[src/rtl/fcd_flash_cmd_defs.vh]
// Constants of the flash command decoder: codes, offsets, resets, timing.
`ifndef FCD_FLASH_CMD_DEFS_VH
`define FCD_FLASH_CMD_DEFS_VH

// Unlock cycles.
`define FCD_UNLOCK1_DATA 8'haa
`define FCD_UNLOCK1_ADDR 12'h555
`define FCD_UNLOCK2_DATA 8'h55
`define FCD_UNLOCK2_ADDR 12'haaa

// Command and confirmation bytes.
`define FCD_CMD_PROGRAM 8'ha0
`define FCD_CMD_ERASE_SETUP 8'h80
`define FCD_CMD_SECTOR 8'h30
`define FCD_CMD_BULK 8'h10
`define FCD_CMD_PROTECT_QUERY 8'h90
`define FCD_CMD_SUSPEND 8'hb0
`define FCD_CMD_RESET 8'hf0

// Protection answer and the address pattern of the query read.
`define FCD_PROT_YES 8'h01
`define FCD_PROT_NO 8'h00
`define FCD_PQ_MASK 12'h043
`define FCD_PQ_MATCH 12'h002

// Sector groups inside the combined six-bit select vector.
`define FCD_PRIMARY_SECTORS 6'h0f
`define FCD_SECONDARY_SECTORS 6'h30

// Register offsets on the APB.
`define FCD_REG_TIMEOUT 12'h000
`define FCD_REG_STATUS 12'h004

// Reset value of the inter-byte time-out, in clock cycles.
`define FCD_TIMEOUT_RST 16'h0fa0

// Timing.
`define FCD_CLK_PERIOD_NS 8
`define FCD_ERASE_WIN_NS 80000
`define FCD_ERASE_WIN_CYC 16'h2710

`endif

[src/rtl/fcd_flash_command_decoder.v]
// Flash command sequence decoder with status reads and an APB slave.
`timescale 1ns/100ps
`include "fcd_flash_cmd_defs.vh"

module fcd_flash_command_decoder #(
  parameter [15:0] ERASE_WIN_CYC = `FCD_ERASE_WIN_CYC
) (
  // Clock and reset.
  input wire clk,
  input wire sys_rst,
  // Host parallel bus, asynchronous to clk.
  input wire [11:0] hostAddr,
  input wire [7:0] hostWrData,
  input wire writeStrobeLineN,
  input wire readStrobeN,
  input wire [3:0] primarySectorSelect,
  input wire [1:0] secondarySectorSelect,
  // Read data back to the host bus.
  output reg [7:0] hostRdData_ff,
  output reg hostRdOe_ff,
  output reg readyBusyPin_ff,
  // Array side, same clock.
  input wire [7:0] arrayRdData,
  input wire [5:0] sectorProtect,
  input wire algoDone,
  input wire algoFail,
  output reg programStart_ff,
  output reg eraseStart_ff,
  output reg bulkErase_ff,
  output reg targetSecondary_ff,
  output reg [11:0] programAddress_ff,
  output reg [7:0] programData_ff,
  output reg [5:0] eraseMask_ff,
  output reg suspendReq_ff,
  // APB slave.
  input wire psel,
  input wire penable,
  input wire pwrite,
  input wire [11:0] paddr,
  input wire [31:0] pwdata,
  output reg [31:0] prdata_ff,
  output reg pready_ff,
  output reg pslverr_ff
);

  localparam [12:0] S_READ = 13'h0001;
  localparam [12:0] S_UNL1 = 13'h0002;
  localparam [12:0] S_UNL2 = 13'h0004;
  localparam [12:0] S_PROG = 13'h0008;
  localparam [12:0] S_ESET = 13'h0010;
  localparam [12:0] S_EUN1 = 13'h0020;
  localparam [12:0] S_EUN2 = 13'h0040;
  localparam [12:0] S_PQRY = 13'h0080;
  localparam [12:0] S_BUSYP = 13'h0100;
  localparam [12:0] S_EWIN = 13'h0200;
  localparam [12:0] S_BUSYE = 13'h0400;
  localparam [12:0] S_SUSP = 13'h0800;
  localparam [12:0] S_FAIL = 13'h1000;

  // Two-stage synchronisers plus one edge stage for the strobes.
  reg [11:0] addrS1_ff;
  reg [11:0] addrS2_ff;
  reg [7:0] dataS1_ff;
  reg [7:0] dataS2_ff;
  reg [5:0] selS1_ff;
  reg [5:0] selS2_ff;
  reg [2:0] wrSync_ff;
  reg [2:0] rdSync_ff;

  reg [12:0] state_ff;
  reg [15:0] cnt_ff;
  reg [15:0] timeout_ff;
  reg [11:0] cmdAddr_ff;
  reg [5:0] cmdSel_ff;
  reg suspFlag_ff;
  reg failFlag_ff;
  reg toggle_ff;

  wire wrFall = wrSync_ff[2] & ~wrSync_ff[1];
  wire wrRise = ~wrSync_ff[2] & wrSync_ff[1];
  wire rdFall = rdSync_ff[2] & ~rdSync_ff[1];
  wire wrEv = wrRise & (|cmdSel_ff);
  wire [7:0] wrByte = dataS2_ff;
  wire isEven = ~cmdAddr_ff[0];
  wire atUnl1 = cmdAddr_ff == `FCD_UNLOCK1_ADDR;
  wire isUnl1 = wrByte == `FCD_UNLOCK1_DATA && atUnl1;
  wire isUnl2 = wrByte == `FCD_UNLOCK2_DATA &&
    cmdAddr_ff == `FCD_UNLOCK2_ADDR;
  wire isReset = wrByte == `FCD_CMD_RESET && isEven;
  wire isSuspend = wrByte == `FCD_CMD_SUSPEND && isEven;
  wire isResume = wrByte == `FCD_CMD_SECTOR && isEven;
  wire cmdSecondary = |(cmdSel_ff & `FCD_SECONDARY_SECTORS);
  wire cmdProtected = |(cmdSel_ff & sectorProtect);
  wire [12:0] retState = suspFlag_ff ? S_SUSP : S_READ;
  wire inSequence = |(state_ff & (S_UNL1 | S_UNL2 | S_PROG | S_ESET |
    S_EUN1 | S_EUN2));
  wire seqTimeout = inSequence && cnt_ff >= timeout_ff;
  wire algoBusy = |(state_ff & (S_BUSYP | S_EWIN | S_BUSYE));
  wire pollBit = (state_ff == S_BUSYP) & ~programData_ff[7];
  wire ewinBit = state_ff == S_BUSYE;
  wire [7:0] statusByte = {pollBit, toggle_ff, failFlag_ff, 1'b0,
    ewinBit, 3'b000};
  wire [5:0] bulkMask = cmdSecondary ? `FCD_SECONDARY_SECTORS :
    `FCD_PRIMARY_SECTORS;
  wire failClear = wrEv && isReset && state_ff == S_FAIL;
  wire apbAccess = psel & penable & pready_ff;
  wire apbHitTimeout = paddr == `FCD_REG_TIMEOUT;
  wire apbHitStatus = paddr == `FCD_REG_STATUS;

  // Host pins cross into clk through two flops before anything reads them.
  always @(posedge clk or posedge sys_rst) begin
    if (sys_rst) begin
      addrS1_ff <= 12'h000;
      addrS2_ff <= 12'h000;
      dataS1_ff <= 8'h00;
      dataS2_ff <= 8'h00;
      selS1_ff <= 6'h00;
      selS2_ff <= 6'h00;
      wrSync_ff <= 3'h7;
      rdSync_ff <= 3'h7;
    end else begin
      addrS1_ff <= hostAddr;
      addrS2_ff <= addrS1_ff;
      dataS1_ff <= hostWrData;
      dataS2_ff <= dataS1_ff;
      selS1_ff <= {secondarySectorSelect, primarySectorSelect};
      selS2_ff <= selS1_ff;
      wrSync_ff <= {wrSync_ff[1:0], writeStrobeLineN};
      rdSync_ff <= {rdSync_ff[1:0], readStrobeN};
    end
  end

  // Address and selects are caught at the falling strobe edge.
  always @(posedge clk or posedge sys_rst) begin
    if (sys_rst) begin
      cmdAddr_ff <= 12'h000;
      cmdSel_ff <= 6'h00;
    end else if (wrFall) begin
      cmdAddr_ff <= addrS2_ff;
      cmdSel_ff <= selS2_ff;
    end
  end

  // Failure flag: a new failure wins over the reset command's clear.
  always @(posedge clk or posedge sys_rst) begin
    if (sys_rst) begin
      failFlag_ff <= 1'b0;
    end else begin
      failFlag_ff <= algoFail | (failFlag_ff & ~failClear);
    end
  end

  // Command sequencer.
  always @(posedge clk or posedge sys_rst) begin
    if (sys_rst) begin
      state_ff <= S_READ;
      cnt_ff <= 16'h0000;
      suspFlag_ff <= 1'b0;
      programStart_ff <= 1'b0;
      eraseStart_ff <= 1'b0;
      bulkErase_ff <= 1'b0;
      targetSecondary_ff <= 1'b0;
      programAddress_ff <= 12'h000;
      programData_ff <= 8'h00;
      eraseMask_ff <= 6'h00;
      suspendReq_ff <= 1'b0;
    end else begin
      programStart_ff <= 1'b0;
      eraseStart_ff <= 1'b0;
      if (wrEv) begin
        cnt_ff <= 16'h0000;
      end else if (cnt_ff != 16'hffff) begin
        cnt_ff <= cnt_ff + 16'h0001;
      end
      if (seqTimeout) begin
        state_ff <= retState;
      end else begin
        case (state_ff)
          S_READ: begin
            if (wrEv && isUnl1) begin
              state_ff <= S_UNL1;
              targetSecondary_ff <= cmdSecondary;
            end
          end
          S_SUSP: begin
            if (wrEv && isResume) begin
              state_ff <= S_BUSYE;
              suspendReq_ff <= 1'b0;
              suspFlag_ff <= 1'b0;
            end else if (wrEv && isUnl1) begin
              state_ff <= S_UNL1;
              targetSecondary_ff <= cmdSecondary;
            end
          end
          S_UNL1: begin
            if (wrEv) begin
              state_ff <= isUnl2 ? S_UNL2 : retState;
            end
          end
          S_UNL2: begin
            if (wrEv) begin
              if (atUnl1 && wrByte == `FCD_CMD_PROGRAM) begin
                state_ff <= S_PROG;
              end else if (atUnl1 && wrByte == `FCD_CMD_PROTECT_QUERY) begin
                state_ff <= S_PQRY;
              end else if (atUnl1 && wrByte == `FCD_CMD_ERASE_SETUP &&
                  !suspFlag_ff) begin
                state_ff <= S_ESET;
              end else begin
                state_ff <= retState;
              end
            end
          end
          S_PROG: begin
            if (wrEv) begin
              // Protected sectors and the sectors under a suspended erase
              // are refused; the erased data must not be disturbed.
              if (cmdProtected ||
                  (suspFlag_ff && |(cmdSel_ff & eraseMask_ff))) begin
                state_ff <= retState;
              end else begin
                state_ff <= S_BUSYP;
                programStart_ff <= 1'b1;
                programAddress_ff <= cmdAddr_ff;
                programData_ff <= wrByte;
                targetSecondary_ff <= cmdSecondary;
              end
            end
          end
          S_ESET: begin
            if (wrEv) begin
              state_ff <= isUnl1 ? S_EUN1 : S_READ;
            end
          end
          S_EUN1: begin
            if (wrEv) begin
              state_ff <= isUnl2 ? S_EUN2 : S_READ;
            end
          end
          S_EUN2: begin
            if (wrEv) begin
              if (wrByte == `FCD_CMD_SECTOR) begin
                state_ff <= S_EWIN;
                bulkErase_ff <= 1'b0;
                eraseMask_ff <= cmdSel_ff & ~sectorProtect;
                targetSecondary_ff <= cmdSecondary;
              end else if (wrByte == `FCD_CMD_BULK && atUnl1) begin
                // A fully protected sector group starts no erase, though bulkErase_ff, eraseMask_ff and targetSecondary_ff still update.
                if (|(bulkMask & ~sectorProtect)) begin
                  state_ff <= S_BUSYE;
                  eraseStart_ff <= 1'b1;
                end else begin
                  state_ff <= S_READ;
                end
                bulkErase_ff <= 1'b1;
                eraseMask_ff <= bulkMask & ~sectorProtect;
                targetSecondary_ff <= cmdSecondary;
              end else begin
                state_ff <= S_READ;
              end
            end
          end
          S_EWIN: begin
            if (wrEv && wrByte == `FCD_CMD_SECTOR) begin
              eraseMask_ff <= eraseMask_ff | (cmdSel_ff & ~sectorProtect);
            end else if (cnt_ff >= ERASE_WIN_CYC) begin
              if (|eraseMask_ff) begin
                state_ff <= S_BUSYE;
                eraseStart_ff <= 1'b1;
              end else begin
                state_ff <= S_READ;
              end
            end
          end
          S_BUSYE: begin
            if (algoFail) begin
              state_ff <= S_FAIL;
            end else if (algoDone) begin
              state_ff <= S_READ;
            end else if (wrEv && isSuspend && !bulkErase_ff) begin
              state_ff <= S_SUSP;
              suspendReq_ff <= 1'b1;
              suspFlag_ff <= 1'b1;
            end
          end
          S_BUSYP: begin
            if (algoFail) begin
              state_ff <= S_FAIL;
            end else if (algoDone) begin
              state_ff <= retState;
            end
          end
          S_PQRY: begin
            if (wrEv && isReset) begin
              state_ff <= retState;
            end
          end
          S_FAIL: begin
            if (wrEv && isReset) begin
              state_ff <= S_READ;
              suspFlag_ff <= 1'b0;
              suspendReq_ff <= 1'b0;
            end
          end
          default: begin
            state_ff <= S_READ;
          end
        endcase
      end
    end
  end

  // Host read path. Array data is assumed to follow the bus address.
  always @(posedge clk or posedge sys_rst) begin
    if (sys_rst) begin
      hostRdData_ff <= 8'h00;
      hostRdOe_ff <= 1'b0;
      toggle_ff <= 1'b0;
      readyBusyPin_ff <= 1'b1;
    end else begin
      hostRdOe_ff <= ~rdSync_ff[1];
      readyBusyPin_ff <= ~algoBusy;
      if (rdFall) begin
        if (algoBusy && |selS2_ff) begin
          hostRdData_ff <= statusByte;
          toggle_ff <= ~toggle_ff;
        end else if (state_ff == S_PQRY &&
            (addrS2_ff & `FCD_PQ_MASK) == `FCD_PQ_MATCH) begin
          hostRdData_ff <= |(selS2_ff & sectorProtect) ?
            `FCD_PROT_YES : `FCD_PROT_NO;
        end else if (state_ff == S_FAIL) begin
          hostRdData_ff <= statusByte;
        end else begin
          hostRdData_ff <= arrayRdData;
        end
      end
    end
  end

  // APB slave: one wait state; unmapped offsets answer with an error.
  always @(posedge clk or posedge sys_rst) begin
    if (sys_rst) begin
      pready_ff <= 1'b0;
      pslverr_ff <= 1'b0;
      prdata_ff <= 32'h00000000;
      timeout_ff <= `FCD_TIMEOUT_RST;
    end else begin
      pready_ff <= psel & penable & ~pready_ff;
      if (psel && penable && !pready_ff) begin
        pslverr_ff <= ~(apbHitTimeout | apbHitStatus) |
          (pwrite & apbHitStatus);
        if (apbHitTimeout) begin
          prdata_ff <= {16'h0000, timeout_ff};
        end else if (apbHitStatus) begin
          prdata_ff <= {16'h0000, failFlag_ff, suspFlag_ff,
            readyBusyPin_ff, state_ff};
        end else begin
          prdata_ff <= 32'h00000000;
        end
      end
      if (apbAccess && pwrite && apbHitTimeout) begin
        timeout_ff <= pwdata[15:0];
      end
    end
  end

endmodule // fcd_flash_command_decoder

[config.mk]
export PLATFORM = sky130hd
export DESIGN_NAME = fcd_flash_command_decoder
export DESIGN_NICKNAME = d
export VERILOG_FILES = /design/src/rtl/fcd_flash_command_decoder.v
export VERILOG_INCLUDE_DIRS = /design/src /design/src/rtl
export SDC_FILE = /design/constraint.sdc
export NUM_CORES = 1
export LEC_CHECK = 0
export ABC_CLOCK_PERIOD_IN_PS = 12610
export BUFFER_PORTS_ARGS = -buffer_cell sky130_fd_sc_hd__buf_2
export CORE_MARGIN = 4
export CORE_UTILIZATION = 56
export CTS_BUF_LIST = sky130_fd_sc_hd__clkbuf_16
export DETAILED_ROUTE_END_ITERATION = 6
export PLACE_DENSITY = 0.79
export SLEW_MARGIN = 5
export SYNTH_ARGS = -nofsm -noshare
export SYNTH_HDL_FRONTEND = slang
export SYNTH_SLANG_ARGS = --single-unit
export TNS_END_PERCENT = 20
[constraint.sdc]
create_clock -name clk -period 12.61 [get_ports clk]
set_input_delay 2.522 -clock clk [delete_from_list [all_inputs] [get_ports clk]]
set_output_delay 2.522 -clock clk [all_outputs]
set_load 0.01 [all_outputs]
==> results.toml, run 1 <==
[global_routing]
antenna_found_initial = 0
grt_max_degree = 98
overflow = 0
grt.total_usage = 0.244
grt_pass1_vias = 6216
grt_first_pass_wirelength_um = 32100

[timing]
tightest_slew_ns = 1.18
max_slew_margin = 0.214
finalSetupViolations = 0
skew_ns = 0.0115
fin_crit_sh = 0.369
fin_crit_ns = 4.65
slew_violations = 0
setup_tns_ns = 0
fmax_mhz = 215
rsz0062_at_grt = "false"
hold_viol_final = 0

[die]
start_util = 0.573
num_rows = 44
fp.dieW_um = 130
die_area_mm2 = 0.0169
core_mm2 = 0.0145
ioPinCount = 168
die_h_um = 130

[power]
cellPowerDensity_mw_per_mm2 = 135
leakage_uw = 0.00470
peakVddDrop_mv = 0.0939

[setup_path]
critical_path_arrival_ns = 4.96
required_ns = 12.93
start_kind = "input pin"
slowest_stage = "nor2_2"
cp_cell_sequence = "buf_2 -> a22oi_1 -> nand3_1 -> a21o_1 -> or3_1 -> nor2_2 -> mux2_2"
critPathCaptureType = "register"
crit_family = "simple AND/OR/NAND/NOR gates"
max_stage_delay_ns = 0.90
critPathKind = "input pin to register"
cp_num_buf_inv = 1
worstPathMaxFanout = 21

[run_status]
status = "complete, no violations"

[routing]
via_per_inst = 5.95
avgRoutedWirePerCell_um = 18.6
wl_met1_um = 8420
drtPass1Iterations = 5
dr_wl_met2_um = 9440
wl_um = 20000
drtIter0Drc = 542
num_vias = 6398
drc = 0
postRouteAntennaNets = 0
met3_length_um = 1810
routed.top_layer = "met4"

[finish]
layout.nets = 990
final_cell_mix = "dfrtp_1, buf_2, nand2_1, nor2_1, mux2_2"
area_growth_pct = 16.3
utilization = 0.666
n_fill_cell = 1110
final_common_cell = "dfrtp_1"
insertedDiodeCount = 0
fin_cells = 1076
drive_gt1_frac = 0.269

[clock_tree]
cts_tree = "built"
h-tree-depth = 4
cts_sinks = 182
clkTransAtPathRegs_ns = 0.07
clock_latency_ns = 0.44
cts_buffer_depth = 2
cts_buffers = 17
cts_setup_buffers = 0
cts_hold_buffers = 0
post_cts_resized = 0
root_buffer = "clkbuf_16"

[place]
dpl.hpwl_um = 14400
gp_congestion = 0.958
placed_cells = 1044
place.port_buffers = 135

[synth]
synth-edff-count = 0
ys_ff_latch = 182
syn_avg_cell_area_um2 = 11.1
yosysUniqueCellTypes = 69
ys_seq_area_frac = 0.549
synth-main-ff-cell = "dfrtp_1"
postSynthCellCount = 753
synth_warnings = 0
synthArstFlopShare = 1.00
synth_area_mm2 = 0.00832

[worst_hold_path]
min_path_type = "register to register"

[job]
cap_violations = 0
-- cells in the mapped netlist, types with 17 or more instances --
| cell type | n | share of area |
|---|---|---|
| buf_4 | 17 | 0.015 |
| nand2_1 | 70 | 0.032 |
| nor2_1 | 52 | 0.023 |
| nor3_1 | 22 | 0.013 |
| ha_1 | 18 | 0.027 |
| o21ai_0 | 30 | 0.018 |
| a21oi_1 | 23 | 0.014 |
| inv_1 | 30 | 0.014 |
| clkbuf_1 | 23 | 0.010 |
| mux2i_1 | 20 | 0.024 |
| dfrtp_1 | 168 | 0.51 |
| mux2_2 | 37 | 0.050 |
| o31ai_1 | 18 | 0.016 |
| nand4_1 | 17 | 0.013 |
| nand3_1 | 22 | 0.013 |
-- final cells by class --
type                    instances  area, um^2  share of cell area
multi-input cells             509        3460               0.357
flip-flops and latches        182        4570               0.473
inverters                      30         118              0.0122
clock inverters                15         166              0.0172
repair buffers                139         706              0.0729
well taps                     184         230              0.0238
clock buffers                  17         425              0.0440
-- kinds of logic after synthesis --
family,synth area share
flops,0.549
other cells,0.000451
buf+inv,0.0438
xor+xnor,0.0168
simple gates,0.170
compound gates,0.114
fa+ha+maj,0.0271
mux,0.0782
-- through the flow --
step           hold WS (ns)  worst slack (ns)  cell area [um^2]  total power, uW
2_1_floorplan         0.331              5.17              8380              741
4_1_cts               0.351              8.01              9670             1310
5_1_grt               0.352              7.88              9670             1350
6_report              0.350              7.96              9670             1300
3_5_place_dp          0.336              7.55              9080              784
3_3_place_gp          0.332              7.58              9080              780
-- worst paths after layout --
check / startpoint / end / slack [ns] / depth (start not counted)
setup / recovery: sectorProtect[1] / programAddress_ff[4]$_DFFE_PP0P_ / 7.96 / 7
hold reg to reg: selS1_ff[0]$_DFF_PP0_ / selS2_ff[0]$_DFF_PP0_ / 0.35 / 0
max in group asynchronous: sys_rst / hostRdData_ff[6]$_DFFE_PP0P_ / 8.76 / 3
setup reg to reg: cnt_ff[0]$_DFFE_PP0P_ / programAddress_ff[4]$_DFFE_PP0P_ / 9.01 / 9
hold / removal: selS1_ff[0]$_DFF_PP0_ / selS2_ff[0]$_DFF_PP0_ / 0.35 / 0
min in group asynchronous: sys_rst / cnt_ff[6]$_DFFE_PP0P_ / 2.24 / 2
-- report_power, final --
group	switching (uW)	internal [uW]	leakage (uW)
registers	35.6	615	0.00226
logic	72.6	53.0	0.00215
clock network	246	282	0.000294
total	355	949	0.00470
-- routing by layer --
| metal | track usage | up-vias |
|---|---|---|
| li1 | - | 2962 |
| met5 | 0 | - |
| met3 | 0.0544 | 36 |
| met1 | 0.335 | 3086 |
| met2 | 0.392 | 314 |
| met4 | 0.0758 | 0 |
-- state kept, by name, indices dropped and copies added, names as in the netlist, 8 cells and up --
signal             cells
programData_ff         8
programAddress_ff     12
timeout_ff            16
dataS2_ff              8
cmdAddr_ff            12
addrS1_ff             12
prdata_ff             16
cnt_ff                16
dataS1_ff              8
addrS2_ff             12
state_ff              13
hostRdData_ff          8
(Power assumes the default switching activity.)
==> run 2, diff against run 1 <==
--- a/config.mk
+++ b/config.mk
@@ -6,7 +6,8 @@
 export SDC_FILE = /design/constraint.sdc
 export NUM_CORES = 1
 export LEC_CHECK = 0
-export ABC_CLOCK_PERIOD_IN_PS = 12610
+export ABC_AREA = 1
+export ABC_CLOCK_PERIOD_IN_PS = 4550
 export BUFFER_PORTS_ARGS = -buffer_cell sky130_fd_sc_hd__buf_2
 export CORE_MARGIN = 4
 export CORE_UTILIZATION = 56
==> constraint.sdc (replaced) <==
create_clock -name clk -period 4.55 [get_ports clk]
set_input_delay 0.91 -clock clk [delete_from_list [all_inputs] [get_ports clk]]
set_output_delay 0.91 -clock clk [all_outputs]
set_load 0.01 [all_outputs]
==> run 2 against run 1 <==
Flip-flop and latch count stayed put; largest power group unchanged; first-iteration DRC count decreased by 1.3%; count of clock-buffer cells in the layout did not move; final area up 5.5%; die area is 5.7% higher; via count grew 17%; critical path type is now register to register.
==> results.toml, run 2 <==
[worst_hold_path]
holdPathEnd = "selS2_ff[5]$_DFF_PP0_"
min_from = "selS1_ff[5]$_DFF_PP0_"
whs_path_depth = 0
min_path_type = "register to register"

[power]
peakVddDrop_mv = 0.445
p_clk_frac = 0.380
switching_share = 0.272
cellPowerDensity_mw_per_mm2 = 356
leakage_uw = 0.00530
seq_power_share = 0.494
intPower_uw = 2650
p_total_uw = 3630
p_sw_uw = 988
p_comb_frac = 0.126

[setup_path]
r2r_slack_ns = 1.47
critPathCaptureType = "register"
r2r_end = "programData_ff[5]$_DFFE_PP0P_"
reg2reg_depth = 13
critPathKind = "register to register"
reg2reg_from = "timeout_ff[7]$_DFFE_PP1P_"
start_kind = "register"
critical_path_arrival_ns = 3.44
worstPathMaxFanout = 36
required_ns = 4.91

[die]
core_mm2 = 0.0153
die_h_um = 134
start_util = 0.576
die_area_mm2 = 0.0178
ioPinCount = 168
num_rows = 45
fp.dieW_um = 134

[clock_tree]
clock_latency_ns = 0.43
cts_hold_buffers = 0
cts_sinks = 182
cts_tree = "built"
cts_setup_buffers = 0
cts_buffer_depth = 2
cts_buffers = 17
clkTransAtPathRegs_ns = 0.07
h-tree-depth = 4
root_buffer = "clkbuf_16"
post_cts_resized = 0

[timing]
fin_crit_sh = 0.677
skew_ns = 0.00800
fmax_mhz = 325
finalSetupViolations = 0
setup_tns_ns = 0
fin_crit_ns = 3.08
rsz0062_at_grt = "false"
hold_viol_final = 0
whs_ns = 0.348
slew_violations = 0
max_slew_margin = 0.374
tightest_slew_ns = 0.939

[synth]
ys_ff_latch = 182
yosysMostFrequentCell = "nand2_1"
syn_avg_cell_area_um2 = 8.31
synth_top_cell_area_share = 0.476
synth_warnings = 0
synth-edff-count = 0
postSynthCellCount = 1062
synthArstFlopShare = 1.00
ys_seq_area_frac = 0.518
yosys.area.top_type = "dfrtp_1"
synth_area_mm2 = 0.00883
synthTopCellsByCount = "nand2_1, dfrtp_1, nor2_1"
synth-main-ff-cell = "dfrtp_1"
yosysUniqueCellTypes = 45
ys_top_cells_by_area = "dfrtp_1, nand2_1, nor2_1, inv_1, dfstp_2"

[finish]
drive_gt1_frac = 0.190
n_fill_cell = 1293
regArea_mm2 = 0.00457
area_growth_pct = 15.6
reg_top3 = "cnt_ff x16, prdata_ff x16, timeout_ff x16"
final_common_cell = "nand2_1"
multiInputGateArea_mm2 = 0.00359
layout.nets = 1308
insertedDiodeCount = 0
final_cell_mix = "nand2_1, dfrtp_1, nor2_1, buf_2, inv_1"

[routing]
num_vias = 7457
postRouteAntennaNets = 0
via_per_inst = 5.25
drc = 0
drtPass1Iterations = 7
avgRoutedWirePerCell_um = 14.5
wl_um = 20500
drtIter0Drc = 535

[place]
place.port_buffers = 135
dpl.hpwl_um = 15200
gp_congestion = 0.943

[global_routing]
grt_max_degree = 183
grt.total_usage = 0.235
grt_first_pass_wirelength_um = 33800
antenna_found_initial = 0
overflow = 0
grt_pass1_vias = 6997

[run_status]
status = "complete, no violations"

[job]
cap_violations = 0
==> run 2: area by class of cell <==
cell class | instances | share of cell area
Inverter | 133 | 0.0495
Timing Repair Buffer | 138 | 0.0697
Clock inverter | 15 | 0.0129
Multi-Input combinational cell | 725 | 0.352
Clock buffer | 17 | 0.0417
Tap cell | 211 | 0.0259
Sequential cell | 182 | 0.448
==> run 2: power by group through the flow <==
stage,sequential [uW],combinational [uW],clock [uW]
6_report,1790,458,1380
5_1_grt,1810,521,1490
4_1_cts,1790,460,1410
3_5_place_dp,1820,458,0
3_3_place_gp,1820,448,0
2_1_floorplan,1820,314,0
==> run 2: logic make-up (layout without fill, tap and decap cells) <==
family / after synthesis / count (layout) / share of synthesized area
other: 1 / 16 / 0.000425
buffers and inverters: 170 / 303 / 0.0815
xor gates and xnor gates: 3 / 3 / 0.00298
AOI/OAI and AO/OA: 182 / 182 / 0.112
adders and majority gates: 18 / 18 / 0.0255
muxes: 2 / 2 / 0.00255
DFF: 182 / 182 / 0.518
and+or+nand+nor: 504 / 504 / 0.257
==> run 2: how the worst max path moves through the flow <==
stage                               from                               end  slack [ns]  depth (start not counted)
3_5_place_dp   timeout_ff[7]$_DFFE_PP1P_  programAddress_ff[9]$_DFFE_PP0P_        1.53                         13
3_3_place_gp   timeout_ff[7]$_DFFE_PP1P_     programData_ff[5]$_DFFE_PP0P_        1.55                         13
6_report       timeout_ff[7]$_DFFE_PP1P_     programData_ff[5]$_DFFE_PP0P_        1.47                         13
4_1_cts        timeout_ff[7]$_DFFE_PP1P_     programData_ff[5]$_DFFE_PP0P_        1.46                         13
2_1_floorplan                    sys_rst            addrS1_ff[0]$_DFF_PP0_        1.31                          1
5_1_grt        timeout_ff[3]$_DFFE_PP0P_     programData_ff[5]$_DFFE_PP0P_        1.17                         12
==> run 2: through the flow <==
step                std cells  cell area (um^2)   util  worst slack (ns)
floorplan                1077              8890      -              1.31
global placement         1389              9650  0.630              1.55
detailed placement       1389              9650  0.630              1.53
CTS                      1421             10200  0.666              1.46
global route             1421             10200  0.666              1.17
finish                   1421             10200  0.666              1.47
==> run 2: worst max-delay path: stages, from the launching register on <==
cell,delay [ns]
dfstp_2,0.52
inv_1,0.07
ha_1,0.30
a21oi_1,0.18
nand2_1,0.07
nor2_1,0.08
nand2_1,0.06
nand3_1,0.08
nand2_1,0.08
nand2_2,0.33
nand3_2,0.64
inv_1,0.39
nand2_1,0.11
nand2_1,0.08
==> run 2: layer usage <==
layer | track usage | vias to the layer above | wire length (um)
met4 | 0.0691 | 0 | 420
met3 | 0.0525 | 31 | 1310
met5 | 0 | - | 0
met2 | 0.380 | 263 | 9660
met1 | 0.322 | 3475 | 9160
li1 | - | 3688 | -
==> run 3, diff against run 2 <==
--- a/config.mk
+++ b/config.mk
@@ -7,7 +7,7 @@
 export NUM_CORES = 1
 export LEC_CHECK = 0
 export ABC_AREA = 1
-export ABC_CLOCK_PERIOD_IN_PS = 4550
+export ABC_CLOCK_PERIOD_IN_PS = 3000
 export BUFFER_PORTS_ARGS = -buffer_cell sky130_fd_sc_hd__buf_2
 export CORE_MARGIN = 4
 export CORE_UTILIZATION = 56
==> constraint.sdc (replaced) <==
create_clock -name clk -period 3 [get_ports clk]
set_input_delay 0.6 -clock clk [delete_from_list [all_inputs] [get_ports clk]]
set_output_delay 0.6 -clock clk [all_outputs]
set_load 0.01 [all_outputs]
==> run 3 against run 2 <==
Critical path depth is the same; cell count grew 0.63%; global-route usage grew 0.85 points; critical path type unchanged; largest cell class unchanged.
==> results.toml, run 3 (synthesis gave the netlist of run 2 again) <==
[die]
ioPinCount = 168
die_area_mm2 = 0.0178
num_rows = 45
core_mm2 = 0.0153
start_util = 0.576
fp.dieW_um = 134
die_h_um = 134

[global_routing]
grt_first_pass_wirelength_um = 35000
overflow = 0
antenna_found_initial = 0
grt_pass1_vias = 7264
grt_max_degree = 49
grt.total_usage = 0.244

[clock_tree]
cts_tree = "built"
post_cts_resized = 0
clkTransAtPathRegs_ns = 0.07
root_buffer = "clkbuf_16"
cts_buffer_depth = 2
cts_hold_buffers = 0
cts_setup_buffers = 0
clock_latency_ns = 0.43
h-tree-depth = 4
cts_sinks = 182
cts_buffers = 17

[place]
dpl_cell_area_mm2 = 0.00974
placed_cells = 1398
place.port_buffers = 135
dpl.hpwl_um = 15500
gp_congestion = 0.950

[routing]
postRouteAntennaNets = 0
num_vias = 7587
avgRoutedWirePerCell_um = 14.7
via_per_inst = 5.31
wl_um = 21000
drtIter0Drc = 501
drtPass1Iterations = 6
drc = 0

[run_status]
status = "complete, no violations"

[timing]
slew_violations = 0
setup_tns_ns = 0
rsz0062_at_grt = "false"
fin_crit_ns = 2.52
skew_ns = 0.0100
fin_crit_sh = 0.839
fmax_mhz = 397
tightest_slew_ns = 0.943
finalSetupViolations = 0
max_slew_margin = 0.371
hold_viol_final = 0

[finish]
regArea_mm2 = 0.00457
reg_top3 = "cnt_ff x16, prdata_ff x16, timeout_ff x16"
fin_cells = 1430
final_cell_mix = "nand2_1, dfrtp_1, nor2_1, buf_2, inv_1"
multiInputGateArea_mm2 = 0.00359
drive_gt1_frac = 0.198
final_common_cell = "nand2_1"
n_fill_cell = 1285
insertedDiodeCount = 0
area_growth_pct = 17.3
layout.nets = 1317
fin_area_mm2 = 0.0104

[power]
leakage_uw = 0.00538
peakVddDrop_mv = 0.374
cellPowerDensity_mw_per_mm2 = 556

[job]
cap_violations = 0

[setup_path]
critPathKind = "register to register"
start_kind = "register"
required_ns = 3.32
critical_path_arrival_ns = 2.83
critPathCaptureType = "register"
worstPathMaxFanout = 26

[worst_hold_path]
min_path_type = "input pin to register"
==> run 3: cell count changes in the layout (fill, tap and decap cells not counted), sizes merged <==
cell,change
buf,+9
bufinv,+2
clkinv,-5
inv,+3
==> run 3: per-layer routing <==
layer | part of all wire | GRT usage | vias to the layer above
met5 | 0 | 0 | -
met4 | 0.026 | 0.0914 | 0
met3 | 0.080 | 0.0491 | 46
met2 | 0.47 | 0.391 | 330
met1 | 0.43 | 0.332 | 3505
li1 | - | - | 3706
==> run 3: where the power goes <==
| part | internal (uW) | switching, uW |
|---|---|---|
| clock network | 1330 | 997 |
| logic | 261 | 453 |
| registers | 2610 | 109 |
| total | 4200 | 1560 |
==> run 3: cell type report <==
type	count	area share
clock buffer	17	0.0411
clock inverter	15	0.0186
inverter	133	0.0488
multi-input combinational	725	0.347
sequential	182	0.441
tap	211	0.0255
timing repair buffer	147	0.0776
==> run 3: path summary, 6_finish.rpt <==
kind,cells after the start,endpoint,start,slack (ns)
min in group asynchronous,2,dataS2_ff[1]$_DFF_PP0_,sys_rst,0.30
worst min-delay path,1,wrSync_ff[0]$_DFF_PP1_,writeStrobeLineN,0.27
worst min register to register,0,addrS2_ff[9]$_DFF_PP0_,addrS1_ff[9]$_DFF_PP0_,0.35
max in group asynchronous,3,state_ff[0]$_DFFE_PP1P_,sys_rst,1.93
worst max register to register,13,programData_ff[0]$_DFFE_PP0P_,timeout_ff[7]$_DFFE_PP1P_,0.48
worst max-delay path,13,programData_ff[0]$_DFFE_PP0P_,timeout_ff[7]$_DFFE_PP1P_,0.48
==> run 3: critical path, stage by stage, from the launching register on <==
cell     delay (ns)
dfstp_2        0.52
inv_1          0.07
ha_1           0.29
a21oi_1        0.17
nand2_1        0.08
nor2_1         0.08
nand2_1        0.06
nand3_1        0.09
nand2_1        0.07
nand2_2        0.08
nand3_2        0.41
buf_4          0.36
nand2_1        0.07
nand2_1        0.05
==> run 3: stage by stage <==
step                      utilization  setup slack, ns  total power (uW)  hold slack, ns
after floorplan                     -           0.0749              3240           0.331
final                           0.676            0.482              5760           0.273
after detailed placement        0.636            0.406              3470           0.335
after global placement          0.636            0.517              3450           0.332
after global routing            0.676            0.227              6030           0.253
after CTS                       0.676            0.484              5800           0.256
